$ cat src/inc/ufcm_pkg.sv
package ufcm_pkg;
  // ****************************************
  // Timing
  // ****************************************
  localparam int unsigned CLK_HZ = 10_000_000;
  localparam int unsigned BAUD_RATE = 115_200;
  localparam logic [15:0] BIT_CYCLES = 16'(CLK_HZ / BAUD_RATE);
  localparam logic [15:0] HALF_BIT_CYCLES = 16'(CLK_HZ / BAUD_RATE / 2);
  // ****************************************
  // Register indices, byte address is four times the index
  // ****************************************
  localparam logic [3:0] IDX_MODE_ONE = 4'h0;
  localparam logic [3:0] IDX_MODE_TWO = 4'h1;
  localparam logic [3:0] IDX_STATUS = 4'h2;
  localparam logic [3:0] IDX_DATA = 4'h3;
  localparam logic [3:0] IDX_CONTROL = 4'h4;
  localparam logic [3:0] IDX_INPUT_CHANGE = 4'h5;
  localparam logic [3:0] IDX_INT_STATUS = 4'h6;
  localparam logic [3:0] IDX_INT_MASK = 4'h7;
  localparam logic [3:0] IDX_OUTPUT_PORT = 4'h8;
  localparam logic [3:0] IDX_SET_OUTPUT = 4'hE;
  localparam logic [3:0] IDX_CLEAR_OUTPUT = 4'hF;
  localparam logic [7:0] REG_RESET = 8'h00;
  // ****************************************
  // Field positions
  // ****************************************
  localparam int unsigned MR1_RX_RTS = 7;
  localparam int unsigned MR1_PAR_SEL = 2;
  localparam int unsigned MR2_TX_RTS = 5;
  localparam int unsigned MR2_CTS_EN = 4;
  localparam int unsigned MR2_STOP_TWO = 3;
  localparam int unsigned CTL_RX_EN = 0;
  localparam int unsigned CTL_TX_EN = 1;
  localparam int unsigned RTS_PIN = 0;
  localparam logic [1:0] PAR_FORCE = 2'h1;
  localparam logic [1:0] PAR_NONE = 2'h2;
  localparam logic [1:0] PAR_MULTIDROP = 2'h3;
  localparam logic [1:0] FIFO_DEPTH = 2'h3;
  // ****************************************
  // Carriers
  // ****************************************
  typedef struct packed {
    logic [1:0] lenCode;
    logic hasExtra;
    logic stopTwo;
  } ufcm_frame_t;
  typedef struct packed {
    logic [7:0] data;
    logic extra;
    logic frameErr;
  } ufcm_rxchar_t;
  function automatic logic parityOf(input logic [7:0] d, input logic [1:0] lenCode,
                                    input logic odd);
    logic p;
    p = odd;
    for (int i = 0; i < 8; i++) begin
      if (i < 5 + int'(lenCode)) begin
        p = p ^ d[i];
      end
    end
    return p;
  endfunction : parityOf
endpackage : ufcm_pkg

$ cat src/logic/ufcm_tx.sv
`timescale 1ns/1ps
module ufcm_tx (
  input wire logic ref_clk,
  input wire logic rst,
  input wire logic start,
  input wire ufcm_pkg::ufcm_frame_t frame,
  input wire logic [7:0] word,
  input wire logic extra,
  output logic busy,
  output logic txd
);
  typedef enum logic [1:0] {TX_IDLE = 2'b01, TX_SEND = 2'b10} ufcm_txstate_t;
  ufcm_txstate_t state, next_state;
  logic [11:0] shifter, next_shifter;
  logic [3:0] bitsLeft, next_bitsLeft;
  logic [15:0] divCnt, next_divCnt;
  logic next_txd;

  always_comb begin
    logic [11:0] f;
    f = '1;
    next_state = state;
    next_shifter = shifter;
    next_bitsLeft = bitsLeft;
    next_divCnt = divCnt;
    next_txd = txd;
    case (state)
      TX_IDLE: begin
        next_txd = 1'b1;
        if (start) begin
          f[0] = 1'b0;
          for (int i = 0; i < 8; i++) begin
            if (i < 5 + int'(frame.lenCode)) begin
              f[i + 1] = word[i];
            end
          end
          // Flag or parity bit sits right after the data bits
          if (frame.hasExtra) begin
            f[6 + int'(frame.lenCode)] = extra;
          end
          next_txd = f[0];
          next_shifter = f >> 1;
          next_bitsLeft = 4'd6 + 4'(frame.lenCode) + 4'(frame.hasExtra) + 4'(frame.stopTwo);
          next_divCnt = ufcm_pkg::BIT_CYCLES - 16'h0001;
          next_state = TX_SEND;
        end
      end
      TX_SEND: begin
        if (divCnt == 16'h0000) begin
          if (bitsLeft == 4'h0) begin
            next_txd = 1'b1;
            next_state = TX_IDLE;
          end else begin
            next_txd = shifter[0];
            next_shifter = shifter >> 1;
            next_bitsLeft = bitsLeft - 4'h1;
            next_divCnt = ufcm_pkg::BIT_CYCLES - 16'h0001;
          end
        end else begin
          next_divCnt = divCnt - 16'h0001;
        end
      end
      default: next_state = TX_IDLE;
    endcase
  end

  always_ff @(posedge ref_clk) begin
    if (rst) begin
      state <= TX_IDLE;
      shifter <= '1;
      bitsLeft <= 4'h0;
      divCnt <= 16'h0000;
      txd <= 1'b1;
      busy <= 1'b0;
    end else begin
      state <= next_state;
      shifter <= next_shifter;
      bitsLeft <= next_bitsLeft;
      divCnt <= next_divCnt;
      txd <= next_txd;
      busy <= (next_state == TX_SEND);
    end
  end
endmodule : ufcm_tx

$ cat src/logic/ufcm_rx.sv
`timescale 1ns/1ps
module ufcm_rx (
  input wire logic ref_clk,
  input wire logic rst,
  input wire logic rxd,
  input wire ufcm_pkg::ufcm_frame_t frame,
  output logic charValid,
  output ufcm_pkg::ufcm_rxchar_t rxChar
);
  typedef enum logic [3:0] {
    RX_IDLE = 4'b0001, RX_START = 4'b0010, RX_BITS = 4'b0100, RX_STOP = 4'b1000
  } ufcm_rxstate_t;
  ufcm_rxstate_t state, next_state;
  logic [8:0] sreg, next_sreg;
  logic [3:0] bitsLeft, next_bitsLeft;
  logic [15:0] divCnt, next_divCnt;
  logic next_charValid;
  ufcm_pkg::ufcm_rxchar_t next_rxChar;

  always_comb begin
    logic [8:0] al;
    logic [3:0] nBits;
    nBits = 4'd5 + 4'(frame.lenCode) + 4'(frame.hasExtra);
    al = sreg >> (4'd9 - nBits);
    next_state = state;
    next_sreg = sreg;
    next_bitsLeft = bitsLeft;
    next_divCnt = (divCnt == 16'h0000) ? ufcm_pkg::BIT_CYCLES - 16'h0001 : divCnt - 16'h0001;
    next_charValid = 1'b0;
    next_rxChar = rxChar;
    case (state)
      RX_IDLE: begin
        next_divCnt = ufcm_pkg::HALF_BIT_CYCLES - 16'h0001;
        if (!rxd) begin
          next_state = RX_START;
        end
      end
      RX_START: begin
        if (divCnt == 16'h0000) begin
          // Glitch shorter than half a bit is not a start
          next_state = rxd ? RX_IDLE : RX_BITS;
          next_bitsLeft = nBits;
        end
      end
      RX_BITS: begin
        if (divCnt == 16'h0000) begin
          next_sreg = {rxd, sreg[8:1]};
          next_bitsLeft = bitsLeft - 4'h1;
          if (bitsLeft == 4'h1) begin
            next_state = RX_STOP;
          end
        end
      end
      RX_STOP: begin
        if (divCnt == 16'h0000) begin
          next_rxChar.data = al[7:0] & (8'hFF >> (2'h3 - frame.lenCode));
          next_rxChar.extra = frame.hasExtra & al[5 + int'(frame.lenCode)];
          next_rxChar.frameErr = !rxd;
          next_charValid = 1'b1;
          next_state = RX_IDLE;
        end
      end
      default: next_state = RX_IDLE;
    endcase
  end

  always_ff @(posedge ref_clk) begin
    if (rst) begin
      state <= RX_IDLE;
      sreg <= '0;
      bitsLeft <= 4'h0;
      divCnt <= 16'h0000;
      charValid <= 1'b0;
      rxChar <= '0;
    end else begin
      state <= next_state;
      sreg <= next_sreg;
      bitsLeft <= next_bitsLeft;
      divCnt <= next_divCnt;
      charValid <= next_charValid;
      rxChar <= next_rxChar;
    end
  end
endmodule : ufcm_rx

$ cat src/logic/ufcm_top.sv
// Operation
// - Receiver RTS mode drops RTS when FIFO fills
// - CTS enable blocks transmit while CTS negated
// - Transmitter RTS mode drops RTS one bit after empty
// - Set command sets port bits, pins go low
// - Clear command clears port bits, pins go high
// - Enabled input change raises event, level reported
// - FIFO full pin follows full, clears on read
// - Parity mode both ones selects multi-drop
// - Multi-drop frame: start, data, flag, stop
// - Flag zero means data, one means address
// - Transmit flag captured from mode bit at load
// - Receiver off: keep address characters, drop data
// - Receiver on: flag shown in parity error bit
// - FIFO full only with all three slots used
//
// The placing of the registers and the AHB-Lite interface to the registers were left to the implementer.
`timescale 1ns/1ps
module ufcm_top (
  input wire logic ref_clk,
  input wire logic rst,
  input wire logic hsel,
  input wire logic [31:0] haddr,
  input wire logic [1:0] htrans,
  input wire logic hwrite,
  input wire logic [2:0] hsize,
  input wire logic [31:0] hwdata,
  input wire logic hready,
  output logic hreadyout,
  output logic hresp,
  output logic [31:0] hrdata,
  input wire logic rxd,
  output logic txd,
  input wire logic clearToSend_n,
  input wire logic [3:0] inputPins,
  output logic [7:0] outputPort_n,
  output logic fifoFullFlag,
  output logic receiverReadyFlag,
  output logic irq
);
  // ****************************************
  // State
  // ****************************************
  logic dataPhase, next_dataPhase;
  logic dpWrite, next_dpWrite;
  logic dpMapped, next_dpMapped;
  logic [3:0] dpIdx, next_dpIdx;
  logic next_hreadyout;
  logic [31:0] next_hrdata;
  logic [7:0] modeRegOne, next_modeRegOne;
  logic [7:0] modeRegTwo, next_modeRegTwo;
  logic [7:0] control, next_control;
  logic [3:0] intMask, next_intMask;
  logic [3:0] intStatus, next_intStatus;
  logic [7:0] outputPortReg, next_outputPortReg;
  logic [3:0] inputDelta, next_inputDelta;
  logic [3:0] inputPrev;
  logic overrun, next_overrun;
  logic [7:0] transmitHoldingReg, next_transmitHoldingReg;
  logic thrExtra, next_thrExtra;
  logic thrFull, next_thrFull;
  ufcm_pkg::ufcm_rxchar_t receiveHoldingFifo [3];
  logic [1:0] fifoCount, next_fifoCount;
  logic [1:0] rdPtr, next_rdPtr;
  logic [1:0] wrPtr, next_wrPtr;
  logic [15:0] idleCnt, next_idleCnt;
  logic txEmptyPrev;
  logic push, pop, txStart, txBusy, rxValid;
  ufcm_pkg::ufcm_rxchar_t rxChar, stored;
  ufcm_pkg::ufcm_frame_t frame;
  logic multiDrop, txEmpty, doWrite, doRead;
  logic [7:0] statusReg;

  function automatic logic [1:0] nextSlot(input logic [1:0] p);
    return (p == 2'h2) ? 2'h0 : p + 2'h1;
  endfunction : nextSlot

  // ****************************************
  // Serial engines
  // ****************************************
  assign multiDrop = (modeRegOne[4:3] == ufcm_pkg::PAR_MULTIDROP);
  assign frame.lenCode = modeRegOne[1:0];
  assign frame.hasExtra = (modeRegOne[4:3] != ufcm_pkg::PAR_NONE);
  assign frame.stopTwo = modeRegTwo[ufcm_pkg::MR2_STOP_TWO];
  // Clearance is checked only at character start, so a frame in flight ends cleanly
  assign txStart = thrFull && !txBusy && control[ufcm_pkg::CTL_TX_EN] &&
                   (!modeRegTwo[ufcm_pkg::MR2_CTS_EN] || !clearToSend_n);
  assign txEmpty = !thrFull && !txBusy;

  ufcm_tx txEngine (
    .ref_clk(ref_clk),
    .rst(rst),
    .start(txStart),
    .frame(frame),
    .word(transmitHoldingReg),
    .extra(thrExtra),
    .busy(txBusy),
    .txd(txd)
  );

  ufcm_rx rxEngine (
    .ref_clk(ref_clk),
    .rst(rst),
    .rxd(rxd),
    .frame(frame),
    .charValid(rxValid),
    .rxChar(rxChar)
  );

  // ****************************************
  // Receive FIFO admission
  // ****************************************
  always_comb begin
    stored = rxChar;
    // Multi-drop keeps the flag, parity modes keep the error
    if (!multiDrop) begin
      stored.extra = frame.hasExtra && (rxChar.extra != ((modeRegOne[4:3] == ufcm_pkg::PAR_FORCE) ?
                     modeRegOne[ufcm_pkg::MR1_PAR_SEL] :
                     ufcm_pkg::parityOf(rxChar.data, frame.lenCode,
                                        modeRegOne[ufcm_pkg::MR1_PAR_SEL])));
    end
    push = rxValid && (control[ufcm_pkg::CTL_RX_EN] || (multiDrop && rxChar.extra));
  end

  assign doWrite = dataPhase && dpWrite && dpMapped;
  assign doRead = dataPhase && !dpWrite && dpMapped;
  assign pop = doRead && (dpIdx == ufcm_pkg::IDX_DATA) && (fifoCount != 2'h0);
  assign statusReg = {1'b0,
                      (fifoCount != 2'h0) && receiveHoldingFifo[rdPtr].frameErr,
                      (fifoCount != 2'h0) && receiveHoldingFifo[rdPtr].extra,
                      overrun, txEmpty, !thrFull,
                      fifoCount == ufcm_pkg::FIFO_DEPTH,
                      fifoCount != 2'h0};

  // ****************************************
  // Bus and register next state
  // ****************************************
  always_comb begin
    logic [3:0] events;
    logic addFull;
    next_dataPhase = 1'b0;
    next_dpWrite = dpWrite;
    next_dpMapped = dpMapped;
    next_dpIdx = dpIdx;
    next_hreadyout = hreadyout;
    next_hrdata = hrdata;
    next_modeRegOne = modeRegOne;
    next_modeRegTwo = modeRegTwo;
    next_control = control;
    next_intMask = intMask;
    next_outputPortReg = outputPortReg;
    next_transmitHoldingReg = transmitHoldingReg;
    next_thrExtra = thrExtra;
    next_thrFull = thrFull && !txStart;
    next_overrun = overrun || (push && fifoCount == ufcm_pkg::FIFO_DEPTH && !pop);
    next_rdPtr = pop ? nextSlot(rdPtr) : rdPtr;
    next_wrPtr = wrPtr;
    next_fifoCount = fifoCount - 2'(pop);
    addFull = 1'b0;
    if (push && (fifoCount != ufcm_pkg::FIFO_DEPTH || pop)) begin
      next_wrPtr = nextSlot(wrPtr);
      next_fifoCount = next_fifoCount + 2'h1;
      addFull = (next_fifoCount == ufcm_pkg::FIFO_DEPTH);
    end
    next_inputDelta = inputDelta;
    if (hready && hsel && htrans[1]) begin
      next_dataPhase = 1'b1;
      next_dpWrite = hwrite;
      next_dpIdx = haddr[5:2];
      next_dpMapped = (haddr[31:6] == 26'h0) &&
                      (haddr[5:2] <= ufcm_pkg::IDX_OUTPUT_PORT || haddr[5:2] >= ufcm_pkg::IDX_SET_OUTPUT);
      next_hreadyout = 1'b0;
    end
    if (dataPhase) begin
      next_hreadyout = 1'b1;
      next_hrdata = 32'h0000_0000;
    end
    if (doRead) begin
      case (dpIdx)
        ufcm_pkg::IDX_MODE_ONE: next_hrdata[7:0] = modeRegOne;
        ufcm_pkg::IDX_MODE_TWO: next_hrdata[7:0] = modeRegTwo;
        ufcm_pkg::IDX_STATUS: next_hrdata[7:0] = statusReg;
        ufcm_pkg::IDX_DATA: next_hrdata[7:0] = receiveHoldingFifo[rdPtr].data;
        ufcm_pkg::IDX_CONTROL: next_hrdata[7:0] = control;
        ufcm_pkg::IDX_INPUT_CHANGE: begin
          next_hrdata[7:0] = {inputDelta, inputPins};
          next_inputDelta = 4'h0;
        end
        ufcm_pkg::IDX_INT_STATUS: next_hrdata[3:0] = intStatus;
        ufcm_pkg::IDX_INT_MASK: next_hrdata[3:0] = intMask;
        ufcm_pkg::IDX_OUTPUT_PORT: next_hrdata[7:0] = outputPortReg;
        default: next_hrdata = 32'h0000_0000;
      endcase
    end
    if (doWrite) begin
      case (dpIdx)
        ufcm_pkg::IDX_MODE_ONE: next_modeRegOne = hwdata[7:0];
        ufcm_pkg::IDX_MODE_TWO: next_modeRegTwo = hwdata[7:0];
        ufcm_pkg::IDX_STATUS: next_overrun = push && fifoCount == ufcm_pkg::FIFO_DEPTH && !pop;
        ufcm_pkg::IDX_DATA: begin
          next_transmitHoldingReg = hwdata[7:0];
          // Flag follows the mode bit as it stands at load time
          next_thrExtra = (multiDrop || modeRegOne[4:3] == ufcm_pkg::PAR_FORCE) ?
                          modeRegOne[ufcm_pkg::MR1_PAR_SEL] :
                          ufcm_pkg::parityOf(hwdata[7:0], frame.lenCode,
                                             modeRegOne[ufcm_pkg::MR1_PAR_SEL]);
          next_thrFull = 1'b1;
          if (modeRegTwo[ufcm_pkg::MR2_TX_RTS]) begin
            next_outputPortReg[ufcm_pkg::RTS_PIN] = 1'b1;
          end
        end
        ufcm_pkg::IDX_CONTROL: next_control = hwdata[7:0];
        ufcm_pkg::IDX_INT_MASK: next_intMask = hwdata[3:0];
        ufcm_pkg::IDX_SET_OUTPUT: next_outputPortReg = outputPortReg | hwdata[7:0];
        ufcm_pkg::IDX_CLEAR_OUTPUT: next_outputPortReg = outputPortReg & ~hwdata[7:0];
        default: next_modeRegOne = modeRegOne;
      endcase
    end
    // Hardware drops win over a same-cycle host set so a fill is never missed
    if (addFull && modeRegOne[ufcm_pkg::MR1_RX_RTS]) begin
      next_outputPortReg[ufcm_pkg::RTS_PIN] = 1'b0;
    end
    next_idleCnt = !txEmpty ? 16'h0000 :
                   (idleCnt == ufcm_pkg::BIT_CYCLES) ? idleCnt : idleCnt + 16'h0001;
    if (modeRegTwo[ufcm_pkg::MR2_TX_RTS] && txEmpty &&
        idleCnt == ufcm_pkg::BIT_CYCLES - 16'h0001) begin
      next_outputPortReg[ufcm_pkg::RTS_PIN] = 1'b0;
    end
    // New changes win over the read that clears them
    next_inputDelta = next_inputDelta | ((inputPins ^ inputPrev) & control[7:4]);
    events = {|((inputPins ^ inputPrev) & control[7:4]), txEmpty && !txEmptyPrev, addFull, push};
    next_intStatus = intStatus;
    if (doWrite && dpIdx == ufcm_pkg::IDX_INT_STATUS) begin
      next_intStatus = intStatus & ~hwdata[3:0];
    end
    next_intStatus = next_intStatus | events;
  end

  // ****************************************
  // Registers
  // ****************************************
  always_ff @(posedge ref_clk) begin
    if (rst) begin
      dataPhase <= 1'b0;
      dpWrite <= 1'b0;
      dpMapped <= 1'b0;
      dpIdx <= 4'h0;
      hreadyout <= 1'b1;
      hresp <= 1'b0;
      hrdata <= 32'h0000_0000;
      modeRegOne <= ufcm_pkg::REG_RESET;
      modeRegTwo <= ufcm_pkg::REG_RESET;
      control <= ufcm_pkg::REG_RESET;
      intMask <= 4'h0;
      intStatus <= 4'h0;
      outputPortReg <= ufcm_pkg::REG_RESET;
      outputPort_n <= 8'hFF;
      inputDelta <= 4'h0;
      inputPrev <= 4'h0;
      overrun <= 1'b0;
      transmitHoldingReg <= 8'h00;
      thrExtra <= 1'b0;
      thrFull <= 1'b0;
      fifoCount <= 2'h0;
      rdPtr <= 2'h0;
      wrPtr <= 2'h0;
      idleCnt <= 16'h0000;
      txEmptyPrev <= 1'b1;
      fifoFullFlag <= 1'b0;
      receiverReadyFlag <= 1'b0;
      irq <= 1'b0;
    end else begin
      dataPhase <= next_dataPhase;
      dpWrite <= next_dpWrite;
      dpMapped <= next_dpMapped;
      dpIdx <= next_dpIdx;
      hreadyout <= next_hreadyout;
      hresp <= 1'b0;
      hrdata <= next_hrdata;
      modeRegOne <= next_modeRegOne;
      modeRegTwo <= next_modeRegTwo;
      control <= next_control;
      intMask <= next_intMask;
      intStatus <= next_intStatus;
      outputPortReg <= next_outputPortReg;
      outputPort_n <= ~next_outputPortReg;
      inputDelta <= next_inputDelta;
      inputPrev <= inputPins;
      overrun <= next_overrun;
      transmitHoldingReg <= next_transmitHoldingReg;
      thrExtra <= next_thrExtra;
      thrFull <= next_thrFull;
      fifoCount <= next_fifoCount;
      rdPtr <= next_rdPtr;
      wrPtr <= next_wrPtr;
      idleCnt <= next_idleCnt;
      txEmptyPrev <= txEmpty;
      fifoFullFlag <= (next_fifoCount == ufcm_pkg::FIFO_DEPTH);
      receiverReadyFlag <= (next_fifoCount != 2'h0);
      irq <= |(next_intStatus & intMask);
    end
  end

  always_ff @(posedge ref_clk) begin
    if (push && (fifoCount != ufcm_pkg::FIFO_DEPTH || pop)) begin
      receiveHoldingFifo[wrPtr] <= stored;
    end
  end
endmodule : ufcm_top

$ cat config.mk
export PLATFORM = sky130hd
export DESIGN_NAME = ufcm_top
export DESIGN_NICKNAME = d
export VERILOG_FILES = /design/src/inc/ufcm_pkg.sv /design/src/logic/ufcm_tx.sv /design/src/logic/ufcm_rx.sv /design/src/logic/ufcm_top.sv
export SDC_FILE = /design/constraint.sdc
export NUM_CORES = 1
export LEC_CHECK = 0
export ABC_AREA = 0
export BUFFER_PORTS_ARGS = -buffer_cell sky130_fd_sc_hd__buf_2
export CELL_PAD_IN_SITES_DETAIL_PLACEMENT = 1
export CELL_PAD_IN_SITES_GLOBAL_PLACEMENT = 1
export CORE_ASPECT_RATIO = 1.25
export CORE_MARGIN = 10
export CORE_UTILIZATION = 48
export CTS_CLUSTER_SIZE = 16
export DETAILED_ROUTE_END_ITERATION = 8
export PLACE_DENSITY = 0.84
export SETUP_SLACK_MARGIN = 0.02
export SLEW_MARGIN = 20
export SYNTH_ARGS = -nofsm -noshare
export SYNTH_HDL_FRONTEND = slang
export SYNTH_SLANG_ARGS = --single-unit
$ cat constraint.sdc
create_clock -name ref_clk -period 8.3 [get_ports ref_clk]
set_input_delay 0.83 -clock ref_clk [delete_from_list [all_inputs] [get_ports ref_clk]]
set_output_delay 0.83 -clock ref_clk [all_outputs]
set_load 0.05 [all_outputs]
==> impl.org <==
** GRT
- Pin count of the biggest net entering global routing :: 75
- Total gr overflow :: 0
- The initial antenna violation count was 0.
- Total track usage :: 20.0%
- First-pass GRT wire length :: 49500 um
- Number of global-route vias before repair :: 9524

** Routing
- DRC Markers :: 0
- Top sig layer :: met4
- The routed design uses 1450 um of met3 wire.
- Before antenna repair, the detailed router went through 6 iterations.
- Mean number of vias per cell :: 5.72
- Summed over all nets, wire length on met2 after detailed routing comes to 15900 um.
- The detailed router finished its first iteration with 481 violations.
- The count of nets left with antenna violations once routing finished came out at 0.
- Routed length per instance :: 19.0 um
- Via count of the routed design :: 9111
- Post-route met1 wirelength :: 12000 um
- Overall routed net length :: 30300 um

** Power and ir drop
- Dividing total power by cell area gives a power density of 198 nW/um^2.
- Across the VDD grid, the largest voltage drop is 0.000156 V.
- Leakage power summed over all cells :: 4.97 nW

** Floorplan
- The initial utilization of the core area, before any placement, comes to 48.4%.
- The initialized floorplan defines 62 standard-cell rows.
- The total area inside the core boundary comes to 22800 um^2.
- Overall die width :: 156 um
- The die covers 29500 um^2.
- Height of the die :: 190 um
- 126 I/O pins were placed.

** Clock network
- CTS hold repair buffers :: 0
- For the worst-skew pair, the clock arrives at the later sink with an insertion delay of 0.54 ns.
- Clock-pin slew was measured on the worst setup and hold paths at 0.06 ns.
- The cell sitting at the root of the clock tree is a sky130_fd_sc_hd__clkbuf_16.
- In this run the number of H-tree levels came out at 1.
- Counting the buffers created by CTS gives 26.
- TritonCTS built the clock tree.
- Post-CTS setup buffers :: 0
- Clock Sink Count :: 245
- No sink is reached through more buffers than the 3 on the longest clock path.
- After clock tree synthesis, the repair step resized 0 gates.

** Synth
- Synth async-reset ratio :: 0%
- Sequential cell area fraction in the yosys report :: 47.1%
- EDFF count, synth :: 30
- After synthesis the netlist holds a flip-flop and latch count of 245.
- Synth top cells by count :: sky130_fd_sc_hd__dfxtp_1, sky130_fd_sc_hd__nand2_1, sky130_fd_sc_hd__nor2_1
- Synthesis produced a netlist with a net count of 1318.
- The cell count after synthesis came out at 1213.
- sky130_fd_sc_hd__dfxtp_1 is the most common cell in the netlist.
- Among all flip-flop cells after synthesis, the most frequent one is sky130_fd_sc_hd__dfxtp_1.
- After synthesis the cells add up to 11000 um^2.
- Warning count from the yosys run :: 0
- The synthesized design devotes to its leading area cell type 39.0% of total area.
- The synthesized design spends more area on one cell type than any other, namely sky130_fd_sc_hd__dfxtp_1.
- Count of different cell masters after synthesis :: 68
- Largest cells by area after synthesis :: sky130_fd_sc_hd__dfxtp_1, sky130_fd_sc_hd__edfxtp_1, sky130_fd_sc_hd__mux2i_1
- After synthesis, the mean cell area works out to 9.11 um^2.

** Setup path
- The largest individual stage delay along the critical path comes from the cell sky130_fd_sc_hd__nor4bb_1.
- In this run the critical register-to-register path is launched from dpIdx[1]$_SDFFE_PP0P_.
- Arrival time reported for the critical path endpoint :: 4.11 ns
- Worst setup slack for register-to-register paths :: 4.43 ns
- The endpoint identified for the worst register-to-register timing path is receiveHoldingFifo[2][5]$_DFFE_PP_.
- Along the worst path, the maximum fanout reaches 20.
- Data on the critical path is required at its endpoint by 8.54 ns.
- Category of the worst setup path capture point :: flip-flop
- Worst reg2reg path depth :: 5
- Walking the worst path, the cells encountered are nor4bb_1, a21oi_1, nand2b_1, nor3b_1, buf_4.
- Largest stage delay on the critical path :: 0.98 ns
- The worst setup path is launched from a flip-flop.
- The worst setup path is of the flip-flop to flip-flop kind.

** STA
- Count of pins over their slew limit :: 0
- Sum Neg Setup Slack :: 0 ns
- Setup violations remaining at the end of the flow were counted as 0.
- Share of the clock period used by the worst path after layout :: 46.6%
- Final-layout worst hold slack :: 0.450 ns
- The final hold violation count came to 0.
- Setup repair after global routing left no endpoint under its margin.
- Post-layout minimum cycle time :: 3.87 ns
- For this run, the top clock speed supported by timing is 259 MHz.
- Slew @ Worst Pin :: 1.15 ns
- Fin Clk Skew :: 0.0134 ns
- Worst rel slew slack :: 22.5%

** Status
- Run status :: completed

** Hold path
- The startpoint identified for the worst hold timing path is txEngine.shifter[11]$_SDFFE_PP1P_.
- Worst hold path type :: flip-flop to flip-flop
- For hold timing, the worst endpoint is txEngine.shifter[11]$_SDFFE_PP1P_.
- Worst Hold Depth :: 2

** Layout
- For this run, the post-layout net count is 1391.
- Proportion of layout cells with a drive suffix above 1 :: 12.4%
- Area delta synth->final :: 13.7%
- The layout has 2676 filler cells.
- Count of inserted antenna diode cells :: 0

** Run
- Max_cap viols :: 0

** Placed design
- In this run the tool buffered the top-level ports with 94 buffer cells.
- Detailed-placement wirelength estimate :: 21400 um
- Global placer's final weighted congestion :: 0.908
stage by stage:
step	utilization, %	setup WS, ns	cells	area [um^2]	total power, mW
2_1_floorplan	-	5.31	1213	11000	1.33
3_3_place_gp	51.4	4.71	1546	11700	1.36
3_5_place_dp	51.4	4.55	1546	11700	1.37
4_1_cts	55.1	4.52	1594	12600	2.52
5_1_grt	55.1	4.25	1594	12600	2.59
6_report	55.1	4.43	1594	12600	2.49
power by group:
part	leakage (nW)	switching [mW]	internal, mW	total, mW
Combinational	2.54	0.0797	0.0456	0.125
Sequential	2.02	0.0122	1.21	1.22
Clock	0.417	0.468	0.682	1.15
Total	4.97	0.560	1.93	2.49
cells by family after synthesis:
kind of cell,count (synthesis),share of synthesized area [%]
other,1,0.0339
xor gates and xnor gates,54,4.28
adders and majority gates,25,2.90
AOI/OAI and AO/OA,224,12.7
DFF,245,47.1
and+or+nand+nor,501,22.1
muxes,77,7.79
buffers and inverters,86,3.11
layer usage:
metal	vias up	GRT usage [%]
met4	0	7.68
met3	58	3.39
met2	201	37.0
met1	4447	22.2
met5	-	0
li1	4405	-
layout by cell type (no fill, tap or decap), types with 8 or more instances in the layout:
cell type / Yosys / layout
sky130_fd_sc_hd__nor4_1: 17 / 17
sky130_fd_sc_hd__edfxtp_1: 30 / 30
sky130_fd_sc_hd__o21ai_0: 30 / 30
sky130_fd_sc_hd__nand2b_1: 10 / 10
sky130_fd_sc_hd__ha_1: 24 / 24
sky130_fd_sc_hd__o211ai_1: 15 / 15
sky130_fd_sc_hd__buf_4: 1 / 11
sky130_fd_sc_hd__xnor2_1: 29 / 29
sky130_fd_sc_hd__nor2b_1: 25 / 25
sky130_fd_sc_hd__dfxtp_1: 215 / 215
sky130_fd_sc_hd__clkbuf_16: 0 / 27
sky130_fd_sc_hd__or3_1: 13 / 13
sky130_fd_sc_hd__a22oi_1: 10 / 10
sky130_fd_sc_hd__mux2i_1: 68 / 68
sky130_fd_sc_hd__and2_1: 31 / 31
sky130_fd_sc_hd__nor2_1: 132 / 131
sky130_fd_sc_hd__nand2_1: 157 / 157
sky130_fd_sc_hd__nor3b_1: 10 / 10
sky130_fd_sc_hd__xor2_1: 25 / 25
sky130_fd_sc_hd__buf_2: 2 / 93
sky130_fd_sc_hd__nand3_1: 24 / 24
sky130_fd_sc_hd__nor3_1: 42 / 42
sky130_fd_sc_hd__a21oi_1: 96 / 96
sky130_fd_sc_hd__a21o_1: 13 / 13
sky130_fd_sc_hd__inv_1: 27 / 27
sky130_fd_sc_hd__a211oi_1: 10 / 10
sky130_fd_sc_hd__nand4_1: 8 / 8
state kept, by name, summed over array words and instances, names as in the netlist, 4 cells and up, named ones only:
register / count
idleCnt: 16
rxEngine.bitsLeft: 4
outputPort_n: 8
outputPortReg: 8
rxEngine.sreg: 9
dpIdx: 4
inputPrev: 4
txEngine.bitsLeft: 4
intMask: 4
hrdata: 32
receiveHoldingFifo: 30
transmitHoldingReg: 8
modeRegOne: 8
control: 8
txEngine.divCnt: 16
intStatus: 4
inputDelta: 4
txEngine.shifter: 12
modeRegTwo: 8
rxEngine.divCnt: 16
rxEngine.rxChar: 10
rxEngine.state: 4
worst max-delay path, delay by kind of cell, from the launching register on:
kind	cells	cell delay (ns)
buf+inv	1	0.29
flops	1	0.85
simple gates	3	2.18
compound gates	1	0.26
how the worst max path moves through the flow:
stage          slack (ns)                        from  cells past startpoint                                 end
6_report             4.43       dpIdx[1]$_SDFFE_PP0P_                      5  receiveHoldingFifo[2][5]$_DFFE_PP_
3_3_place_gp         4.71       dpIdx[1]$_SDFFE_PP0P_                      5  receiveHoldingFifo[2][5]$_DFFE_PP_
5_1_grt              4.25       dpIdx[1]$_SDFFE_PP0P_                      5  receiveHoldingFifo[2][8]$_DFFE_PP_
2_1_floorplan        5.31  modeRegOne[3]$_SDFFE_PP0P_                     11     rxEngine.rxChar[1]$_SDFFE_PP0P_
4_1_cts              4.52       dpIdx[1]$_SDFFE_PP0P_                      5  receiveHoldingFifo[2][8]$_DFFE_PP_
3_5_place_dp         4.55       dpIdx[1]$_SDFFE_PP0P_                      5  receiveHoldingFifo[2][8]$_DFFE_PP_
cell type report:
| class | instances | area, um^2 | area share [%] |
|---|---|---|---|
| multi-input cells | 882 | 5510 | 43.8 |
| flip-flops and latches | 245 | 5200 | 41.4 |
| clock buffers | 37 | 743 | 5.92 |
| repair buffers | 104 | 548 | 4.36 |
| well taps | 288 | 360 | 2.87 |
| inverters | 27 | 101 | 0.807 |
| clock inverters | 11 | 100 | 0.797 |
(Power assumes the default switching activity.)
